===== src/rtl/gfs_consts.svh =====
// Constants and register map for the port line select and edge latch clear block
`ifndef GFS_CONSTS_SVH
`define GFS_CONSTS_SVH
`define GFS_OFS_RAW         12'h414
`define GFS_OFS_MASKED      12'h418
`define GFS_OFS_CLEAR       12'h41C
`define GFS_OFS_SELECT      12'h420
`define GFS_OFS_DATA        12'h430
`define GFS_OFS_DIR         12'h434
`define GFS_OFS_MASK        12'h438
`define GFS_OFS_SENSE       12'h43C
`define GFS_OFS_EVT         12'h440
`define GFS_OFS_EVT_MASK    12'h444
`define GFS_EVT_RAW_BIT     0
`define GFS_EVT_CLR_BIT     1
`define GFS_EVT_SEL_BIT     2
`define GFS_EVT_W           3
`define GFS_LINES           8
`define GFS_ZERO32          32'h0000_0000
`define GFS_ZERO8           8'h00
`define GFS_DIR_RESET       8'h00
`define GFS_SEL_RESET       8'h00
`endif


===== src/rtl/gfs_pkg.sv =====
// Package of carrier types for the port line select block
package gfs_pkg;
   typedef struct packed {
      logic [11:0] addr;
      logic [31:0] wdata;
      logic        wr;
      logic        rd;
   } gfs_bus_req_t;

   typedef struct packed {
      logic [7:0] out;
      logic [7:0] oe;
   } gfs_pad_drive_t;

   typedef enum logic [1:0] {
      GFS_SENSE_RISE,
      GFS_SENSE_FALL,
      GFS_SENSE_BOTH,
      GFS_SENSE_HIGH
   } gfs_sense_t;
endpackage


===== src/rtl/gfs_edge_detect.sv =====
// Per-line trigger detector feeding the edge latches
`timescale 1ns/100ps
module gfs_edge_detect #(
   parameter int WIDTH = 8
) (
   // Clock and reset
   input  wire logic             ref_clk_i,
   input  wire logic             rstn_i,
   // Lines and sense
   input  wire logic [WIDTH-1:0] line_i,
   input  wire logic [WIDTH-1:0] sense_both_i,
   input  wire logic [WIDTH-1:0] sense_fall_i,
   // Trigger pulses
   output logic      [WIDTH-1:0] trig_o
);
   import gfs_pkg::*;

   // Armed stays low until the first clock edge after reset so a line already high
   // at release is not mistaken for a fresh edge
   typedef struct packed {
      logic             armed;
      logic [WIDTH-1:0] prev;
   } gfs_ed_state_t;

   gfs_ed_state_t st_q;
   gfs_ed_state_t st_d;

   always_comb begin
      st_d.prev  = line_i;
      st_d.armed = 1'b1;
   end

   always_ff @(posedge ref_clk_i or negedge rstn_i) begin
      if (!rstn_i) begin
         st_q <= '0;
      end else begin
         st_q <= st_d;
      end
   end

   always_comb begin
      for (int i = 0; i < WIDTH; i++) begin
         if (sense_both_i[i]) begin
            trig_o[i] = line_i[i] ^ st_q.prev[i];
         end else if (sense_fall_i[i]) begin
            trig_o[i] = st_q.prev[i] & ~line_i[i];
         end else begin
            trig_o[i] = line_i[i] & ~st_q.prev[i];
         end
         trig_o[i] = trig_o[i] & st_q.armed;
      end
   end
endmodule


===== src/rtl/gfs_port.sv =====
// Port line function select, edge latch clear and interrupt status block
`timescale 1ns/100ps
`include "gfs_consts.svh"
module gfs_port #(
   parameter logic [7:0] SEL_RESET = `GFS_SEL_RESET,
   parameter logic [7:0] DIR_RESET = `GFS_DIR_RESET
) (
   // Clock and reset
   input  wire logic                   ref_clk_i,
   input  wire logic                   rstn_i,
   input  wire logic                   por_n_i,
   // Register port
   input  wire gfs_pkg::gfs_bus_req_t  bus_i,
   output logic                 [31:0] rdata_o,
   // Pads
   input  wire logic             [7:0] pad_in_i,
   output gfs_pkg::gfs_pad_drive_t     pad_o,
   // Peripherals
   input  wire gfs_pkg::gfs_pad_drive_t periph_i,
   output logic                  [7:0] periph_in_o,
   // Interrupts
   output logic                  [7:0] masked_irq_status_o,
   output logic                        port_irq_o,
   output logic                        evt_irq_o
);
   import gfs_pkg::*;

   typedef struct packed {
      logic [7:0]            line_function_select;
      logic [7:0]            line_direction;
      logic [7:0]            data_out;
      logic [7:0]            irq_mask;
      logic [7:0]            raw_irq_status;
      logic [15:0]           sense;
      logic [`GFS_EVT_W-1:0] evt;
      logic [`GFS_EVT_W-1:0] evt_mask;
      logic [31:0]           rdata;
   } gfs_state_t;

   gfs_state_t st_q;
   gfs_state_t st_d;
   logic [7:0] trig;
   logic [7:0] sense_both;
   logic [7:0] sense_fall;
   logic       rst_n;
   logic [7:0] clr_bits;

   // Power-on and external reset share one reset path
   assign rst_n = rstn_i & por_n_i;

   function automatic logic hit(input logic [11:0] a, input logic [11:0] ofs);
      hit = (a == ofs);
   endfunction

   function automatic logic [31:0] zext8(input logic [7:0] v);
      zext8 = {24'h00_0000, v};
   endfunction

   always_comb begin
      for (int i = 0; i < `GFS_LINES; i++) begin
         sense_both[i] = (st_q.sense[2*i +: 2] == GFS_SENSE_BOTH);
         sense_fall[i] = (st_q.sense[2*i +: 2] == GFS_SENSE_FALL);
      end
   end

   gfs_edge_detect #(
      .WIDTH (`GFS_LINES)
   ) u_edge (
      .ref_clk_i    (ref_clk_i),
      .rstn_i       (rst_n),
      .line_i       (pad_in_i),
      .sense_both_i (sense_both),
      .sense_fall_i (sense_fall),
      .trig_o       (trig)
   );

   // Only ones clear; zeros leave the latch alone
   assign clr_bits = (bus_i.wr && hit(bus_i.addr, `GFS_OFS_CLEAR)) ? bus_i.wdata[7:0] : `GFS_ZERO8;

   always_comb begin
      st_d = st_q;
      st_d.rdata = `GFS_ZERO32;
      // Set wins over clear so a trigger in the clear cycle is kept
      for (int i = 0; i < `GFS_LINES; i++) begin
         if (trig[i]) begin
            st_d.raw_irq_status[i] = 1'b1;
         end else if (clr_bits[i]) begin
            st_d.raw_irq_status[i] = 1'b0;
         end
      end
      if (|(trig & ~st_q.raw_irq_status)) begin
         st_d.evt[`GFS_EVT_RAW_BIT] = 1'b1;
      end
      if (bus_i.wr) begin
         if (hit(bus_i.addr, `GFS_OFS_SELECT)) begin
            // Upper bits are dropped; they read back as zero
            st_d.line_function_select = bus_i.wdata[7:0];
            st_d.evt[`GFS_EVT_SEL_BIT] = 1'b1;
         end else if (hit(bus_i.addr, `GFS_OFS_CLEAR)) begin
            st_d.evt[`GFS_EVT_CLR_BIT] = 1'b1;
         end else if (hit(bus_i.addr, `GFS_OFS_DATA)) begin
            st_d.data_out = bus_i.wdata[7:0];
         end else if (hit(bus_i.addr, `GFS_OFS_DIR)) begin
            st_d.line_direction = bus_i.wdata[7:0];
         end else if (hit(bus_i.addr, `GFS_OFS_MASK)) begin
            st_d.irq_mask = bus_i.wdata[7:0];
         end else if (hit(bus_i.addr, `GFS_OFS_SENSE)) begin
            st_d.sense = bus_i.wdata[15:0];
         end else if (hit(bus_i.addr, `GFS_OFS_EVT_MASK)) begin
            st_d.evt_mask = bus_i.wdata[`GFS_EVT_W-1:0];
         end
      end
      if (bus_i.rd) begin
         if (hit(bus_i.addr, `GFS_OFS_RAW)) begin
            st_d.rdata = zext8(st_q.raw_irq_status);
         end else if (hit(bus_i.addr, `GFS_OFS_MASKED)) begin
            st_d.rdata = zext8(st_q.raw_irq_status & st_q.irq_mask);
         end else if (hit(bus_i.addr, `GFS_OFS_SELECT)) begin
            st_d.rdata = zext8(st_q.line_function_select);
         end else if (hit(bus_i.addr, `GFS_OFS_DATA)) begin
            st_d.rdata = zext8(pad_in_i);
         end else if (hit(bus_i.addr, `GFS_OFS_DIR)) begin
            st_d.rdata = zext8(st_q.line_direction);
         end else if (hit(bus_i.addr, `GFS_OFS_MASK)) begin
            st_d.rdata = zext8(st_q.irq_mask);
         end else if (hit(bus_i.addr, `GFS_OFS_SENSE)) begin
            st_d.rdata = {16'h0000, st_q.sense};
         end else if (hit(bus_i.addr, `GFS_OFS_EVT)) begin
            st_d.rdata = {29'h0000_0000, st_q.evt};
            // Read clears, but a raw latch event landing now still sets its bit
            st_d.evt = `GFS_EVT_W'(0);
            if (|(trig & ~st_q.raw_irq_status)) begin
               st_d.evt[`GFS_EVT_RAW_BIT] = 1'b1;
            end
         end else if (hit(bus_i.addr, `GFS_OFS_EVT_MASK)) begin
            st_d.rdata = {29'h0000_0000, st_q.evt_mask};
         end
      end
   end

   always_ff @(posedge ref_clk_i or negedge rst_n) begin
      if (!rst_n) begin
         st_q                      <= '0;
         // Ordinary lines to software, debug lines keep their test-port role
         st_q.line_function_select <= SEL_RESET;
         // Inputs unless the line defaults to peripheral control and its DIR_RESET bit is set
         st_q.line_direction       <= DIR_RESET & SEL_RESET;
      end else begin
         st_q <= st_d;
      end
   end

   // Selected lines follow the peripheral, others the software registers
   always_comb begin
      for (int i = 0; i < `GFS_LINES; i++) begin
         if (st_q.line_function_select[i]) begin
            pad_o.out[i] = periph_i.out[i];
            pad_o.oe[i]  = periph_i.oe[i];
         end else begin
            pad_o.out[i] = st_q.data_out[i];
            pad_o.oe[i]  = st_q.line_direction[i];
         end
      end
   end

   // Peripherals see zero while their line is in software mode
   assign periph_in_o         = pad_in_i & st_q.line_function_select;
   assign masked_irq_status_o = st_q.raw_irq_status & st_q.irq_mask;
   assign port_irq_o          = |masked_irq_status_o;
   assign evt_irq_o           = |(st_q.evt & st_q.evt_mask);
   assign rdata_o             = st_q.rdata;
endmodule


===== config.mk =====
export PLATFORM = sky130hd
export DESIGN_NAME = gfs_port
export DESIGN_NICKNAME = d
export VERILOG_FILES = /design/src/rtl/gfs_pkg.sv /design/src/rtl/gfs_edge_detect.sv /design/src/rtl/gfs_port.sv
export VERILOG_INCLUDE_DIRS = /design/src /design/src/rtl
export SDC_FILE = /design/constraint.sdc
export NUM_CORES = 1
export LEC_CHECK = 0
export ABC_CLOCK_PERIOD_IN_PS = 4400
export BUFFER_PORTS_ARGS = -buffer_cell sky130_fd_sc_hd__clkbuf_2
export CORE_MARGIN = 8
export CORE_UTILIZATION = 45
export DETAILED_ROUTE_END_ITERATION = 16
export GPL_ROUTABILITY_DRIVEN = 1
export PLACE_DENSITY = 0.7
export SETUP_SLACK_MARGIN = 0.3
export SLEW_MARGIN = 40
export SYNTH_ARGS = -nofsm -noshare
export SYNTH_HDL_FRONTEND = slang
export SYNTH_SLANG_ARGS = --single-unit

===== constraint.sdc =====
create_clock -name ref_clk_i -period 4.4 [get_ports ref_clk_i]
set_input_delay 0.22 -clock ref_clk_i [delete_from_list [all_inputs] [get_ports ref_clk_i]]
set_output_delay 0.22 -clock ref_clk_i [all_outputs]
set_load 0.02 [all_outputs]

==> results of run 1 <==
cell families (layout without fill, tap and decap cells):
logic type	Yosys count	count (layout)	synth area share, %
AO/OA/AOI/OAI	83	83	11.3
other	2	17	0.147
flip-flops	87	87	42.7
adder cells (fa/ha/maj)	16	16	3.92
buffers and inverters	70	153	8.11
AND/OR/NAND/NOR	137	137	16.6
multiplexers	75	75	16.8
XOR/XNOR	2	2	0.343
flip-flops by register name, summed over array words and instances (netlist names):
name         flops
rdata_o         16
st_q            62
u_edge.st_q      9
stage by stage:
step           power, mW  cell area [um2]  setup slack [ps]  hold WS [ps]
3_3_place_gp       0.973             5560              1760           339
2_1_floorplan      0.926             5160              1460           251
6_report            1.72             5920              2040          41.2
4_1_cts             1.74             5920              2050          36.2
3_5_place_dp       0.978             5590              1810           340
5_1_grt             1.79             5920              1980          49.6
layer usage:
layer  vias up  global-route usage (%)
met2       148                    31.6
met3        21                    3.68
met5         -                       0
met1      1917                    23.6
li1       1824                       -
met4         0                    7.54
layout by cell type (no fill, tap or decap), types with 9 or more instances in the layout:
master and instances:
ha_1 16, inv_1 25, and2_1 27, clkbuf_16 9
nand2_1 34, nor2_1 21, dfrtp_1 87, clkbuf_2 106
conb_1 17, a21oi_1 27, mux2_2 67, o21ai_0 10
worst max-delay path: cells and delay by family (launching register included):
kind,cells,cell delay [ps]
buffers and inverters,1,170
DFF,1,430
and+or+nand+nor,3,1200
worst max path at each step:
stage / endpoint / depth (start not counted) / start / slack [ps]
finish: port_irq_o / 4 / st_q[58] / 2040
global route: port_irq_o / 4 / st_q[58] / 1980
CTS: port_irq_o / 4 / st_q[58] / 2050
detailed placement: st_q[87] / 5 / bus_i[36] / 1810
global placement: st_q[71] / 4 / bus_i[38] / 1760
floorplan: rdata_o[0] / 1 / por_n_i / 1460
cell type report:
cell class / count / area, um2
repair buffers: 112 / 604
flip-flops and latches: 87 / 2180
clock buffers: 12 / 246
inverters: 25 / 93.8
well taps: 143 / 179
clock inverters: 4 / 45.0
multi-input cells: 330 / 2570
fillers: 1020 / 5310
power groups by stage:
stage | clock network [mW] | logic (mW) | registers (mW)
finish | 0.755 | 0.155 | 0.814
global route | 0.802 | 0.172 | 0.814
CTS | 0.768 | 0.155 | 0.813
detailed placement | 0 | 0.150 | 0.828
global placement | 0 | 0.146 | 0.828
floorplan | 0 | 0.101 | 0.825
==> results.yml, run 1 <==
run_status:
  status: "completed"
timing:
  setup_viol: 0
  finalMaxSlewViolations: 0
  setup_tns_ps: 0
  clock_skew_ps: 7.72
  tightest_slew_ps: 846
  max_slew_margin_pct: 43.6
  post-route-period-util_pct: 53.5
  fmax_mhz: 425
  period_minus_slack_ps: 2360
  grt_setup_unrepaired: "no"
  finalHoldViolations: 0
global_route:
  grt_pass1_wl_um: 21800
  grt_max_degree: 52
  gr-usage-all-layers_pct: 18.9
  overflow: 0
  grt_pass1_vias: 4011
  grt_antenna_before_repair: 0
worst_setup_path:
  path_max_fanout: 5
  rr_endpoint: "st_q[35]"
  cp_cell_sequence: "and2_1, or4_1, or4_1, clkbuf_2"
  crit_top_cell: "or4_1"
  arrival_ps: 2140
  crit_type: "reg -> out"
  r2r_setup_slack_ps: 2530
  max_stage_delay_ps: 510
  reg2reg_from: "u_edge.st_q[8]"
  required_ps: 4180
  crit_path_start_kind: "flop"
  worst_path_max_delay_cell: "or4_1"
  ff2ff_path_depth: 4
  crit_path_end_kind: "output port"
synthesis:
  synth.area.top_cells: "dfrtp_1 43%, mux2_2 15%, buf_4 4.7%, ha_1 3.9%, and2_1 3.4%"
  synth_most_common_cell: "dfrtp_1"
  synth-edff-count: 0
  syn_area_um2: 5100
  synth_top_area_share_pct: 42.7
  synthTopCellsByCount: "87 x dfrtp_1, 67 x mux2_2, 34 x nand2_1"
  ys_warn_count: 0
  syn_avg_cell_area_um2: 10.8
  netlist.top_cell.by_area: "dfrtp_1"
  synth_seq_cells: 87
  syn_inst: 472
  synth_seq_area_share_pct: 42.7
  async_reset_ff_share_pct: 100
  synth-main-ff-cell: "dfrtp_1"
  synth_cell_types: 60
power:
  ir_drop_uv: 166
  intPower_mw: 1.31
  power_density_nw_per_um2: 291
  p_leak_nw: 2.97
  sequentialPowerShare_pct: 47.2
  power_switching_mw: 0.412
  power_frac_comb_pct: 9.0
  clockPowerShare_pct: 43.8
  p_sw_share_pct: 23.9
drt:
  routed-wl-met2_um: 6990
  wl_per_cell_um: 19.5
  dr.max_layer_used: "met4"
  vias: 3910
  wl_met3_um: 950
  drt_iter0_drc: 293
  first_pass_iters: 5
  via_per_inst: 5.48
  drc: 0
  antenna_left: 0
  wl_met1_um: 5700
  routed_wl_um: 13900
final_layout:
  n_antenna_cell: 0
  nNetsFinal: 654
  final_layout_size_suffix_gt1_share_pct: 37.0
  finalNonFillerCells: 713
  final_util_pct: 52.7
  syn_to_final_growth_pct: 16.0
die:
  core_area_um2: 11200
  fp-row-count: 39
  start_util_pct: 45.5
  die-area_um2: 15000
  die_w_um: 122
  ioPinCount: 139
  dieHeight_um: 122
clock_network:
  max-clock-path-buffers: 2
  hold_buffers: 3
  cts_root_buf: "clkbuf_16"
  cts_tree: "yes"
  ctsResizeCount: 0
  cts.clk_slew.worst_paths_ps: 60
  htreeDepth: 3
  cts_buffers: 9
  clk_latency_ps: 340
  cts_setup_buffers: 0
  clock-sinks: 87
place:
  numPortBuffers: 106
  place_inst: 694
  hpwlAfterDp_um: 10500
  gp_routability_congestion: 0.945
hold_path:
  hp-start: "pad_in_i[7]"
  hold_class: "in -> reg"
  holdPathEnd: "u_edge.st_q[7]"
  min_path_cells: 1
flow_run:
  cap_violations: 0
(Power assumes the default switching activity.)
==> inputs of run 2 (changes only) <==
- ABC_AREA: default -> 1
- ABC_CLOCK_PERIOD_IN_PS: 4400 -> 2300
- clock period: 4.4 -> 2.3 ns (I/O delays scaled with it)
==> results.yml, run 2 <==
clock_network:
  cts.clk_slew.worst_paths_ps: 60
  clock-sinks: 87
  cts_setup_buffers: 0
  max-clock-path-buffers: 2
  clk_latency_ps: 340
  hold_buffers: 10
  htreeDepth: 3
  cts_buffers: 9
  cts_root_buf: "clkbuf_16"
  cts_tree: "yes"
  ctsResizeCount: 0
synthesis:
  synthTopCellsByCount: "154 x nand2_1, 103 x inv_1, 87 x dfrtp_1"
  synth_seq_area_share_pct: 41.0
  synth_seq_cells: 87
  syn_inst: 665
  netlist.top_cell.by_area: "dfrtp_1"
  synth_most_common_cell: "nand2_1"
  syn_area_um2: 5310
  ys_warn_count: 0
  synth_cell_types: 41
  synth.area.top_cells: "dfrtp_1 41%, nand2_1 11%, inv_1 7.3%, buf_4 4.9%, ha_1 3.8%"
  synth_top_area_share_pct: 41.0
  synth-edff-count: 0
  syn_avg_cell_area_um2: 7.98
  synth-main-ff-cell: "dfrtp_1"
  async_reset_ff_share_pct: 100
drt:
  first_pass_iters: 5
  wl_per_cell_um: 15.3
  routed_wl_um: 14000
  via_per_inst: 5.01
  drt_iter0_drc: 381
  vias: 4580
  drc: 0
  antenna_left: 0
global_route:
  overflow: 0
  gr-usage-all-layers_pct: 18.1
  grt_pass1_vias: 4599
  grt_antenna_before_repair: 0
  grt_max_degree: 40
  grt_pass1_wl_um: 22800
final_layout:
  mostFrequentLayoutCells: "154 x nand2_1, 106 x clkbuf_2, 102 x inv_1"
  top_register: "st_q"
  largest_reg_flops: 62
  n_antenna_cell: 0
  layout.cells.most_common: "nand2_1"
  final_util_pct: 53.8
  final_layout_size_suffix_gt1_share_pct: 25.1
  nNetsFinal: 856
  fillers: 1101
  syn_to_final_growth_pct: 16.3
worst_setup_path:
  path_max_fanout: 3
  crit_path_start_kind: "flop"
  required_ps: 2180
  crit_path_end_kind: "output port"
  arrival_ps: 1640
  r2r_setup_slack_ps: 690
  crit_type: "reg -> out"
timing:
  finalHoldViolations: 0
  setup_tns_ps: 0
  clock_skew_ps: 3.37
  setup_viol: 0
  max_slew_margin_pct: 55.2
  post-route-period-util_pct: 76.4
  fmax_mhz: 569
  grt_setup_unrepaired: "no"
  finalMaxSlewViolations: 0
  tightest_slew_ps: 670
  period_minus_slack_ps: 1760
die:
  ioPinCount: 139
  fp-row-count: 39
  die-area_um2: 15500
  start_util_pct: 46.3
  dieHeight_um: 125
  core_area_um2: 11500
  die_w_um: 125
power:
  power_frac_comb_pct: 8.2
  ir_drop_uv: 522
  sequentialPowerShare_pct: 47.3
  power_density_nw_per_um2: 533
  p_leak_nw: 3.51
  clockPowerShare_pct: 44.6
  intPower_mw: 2.51
  power_switching_mw: 0.783
  power_mw: 3.29
  p_sw_share_pct: 23.8
place:
  numPortBuffers: 106
  hpwlAfterDp_um: 10900
  gp_routability_congestion: 0.891
hold_path:
  hold_class: "in -> reg"
flow_run:
  cap_violations: 0
run_status:
  status: "completed"
==> run 2: cell count changes after synthesis, moves of 9 or more <==
cell,before,now
and2_1,28,0
mux2_2,67,10
inv_1,25,103
o21ai_1,0,23
nand3_1,6,24
nand2_1,34,154
inv_2,0,11
nand2_4,0,9
o21ai_0,10,40
nor2_1,21,39
==> run 2: layer usage <==
layer	routed length [um]	vias to the layer above	GRT usage [%]
li1	-	2258	-
met1	6340	2148	23.5
met2	6500	160	28.9
met3	927	14	4.55
met4	194	0	5.67
met5	0	-	0
==> run 2: worst paths after layout <==
path	to	start	cells after the start
min in group asynchronous	st_q[39]	rstn_i	4
setup reg to reg	st_q[35]	u_edge.st_q[4]	10
max in group asynchronous	st_q[51]	por_n_i	6
hold / removal	st_q[48]	bus_i[12]	3
hold reg to reg	st_q[78]	st_q[78]	2
setup / recovery	port_irq_o	st_q[58]	5
==> run 2: power by group through the flow <==
stage | logic (mW) | registers, mW | clock network [mW]
after global routing | 0.303 | 1.56 | 1.55
after global placement | 0.249 | 1.58 | 0
final | 0.268 | 1.56 | 1.47
after detailed placement | 0.258 | 1.58 | 0
after CTS | 0.272 | 1.56 | 1.49
after floorplan | 0.169 | 1.58 | 0
==> run 2: worst max-delay path, cell delays in order (launching register included) <==
cell	delay [ps]
dfrtp_1	400
nand2_1	70
inv_1	80
nor4_1	490
nand2_1	90
clkbuf_2	180
==> run 2: area by class of cell <==
cell class	count	area, um2	share of cell area [%]
flip-flops and latches	87	2180	35.3
clock inverters	5	57.6	0.932
repair buffers	119	666	10.8
multi-input cells	434	2400	38.9
clock buffers	11	243	3.93
inverters	116	449	7.28
well taps	143	179	2.90
==> run 2: metrics by stage <==
stage                     instance area (um2)  instances  hold WS, ps  setup slack (ps)
after floorplan                          5370        680          146               996
after global placement                   5770        889          208               615
after detailed placement                 5770        889          231               531
after CTS                                6170        915         8.59               581
after global routing                     6170        915         18.8               446
final                                    6170        915         15.7               543
==> run 2: logic make-up (layout without fill, tap and decap cells) <==
| kind of cell | Yosys count | in the layout | share of synthesized area (%) |
|---|---|---|---|
| and+or+nand+nor | 266 | 266 | 24.3 |
| AOI/OAI and AO/OA | 125 | 125 | 13.8 |
| adders and majority gates | 16 | 16 | 3.77 |
| buffers and inverters | 159 | 251 | 14.8 |
| DFF | 87 | 87 | 41.0 |
| other | 2 | 17 | 0.141 |
| muxes | 10 | 10 | 2.12 |
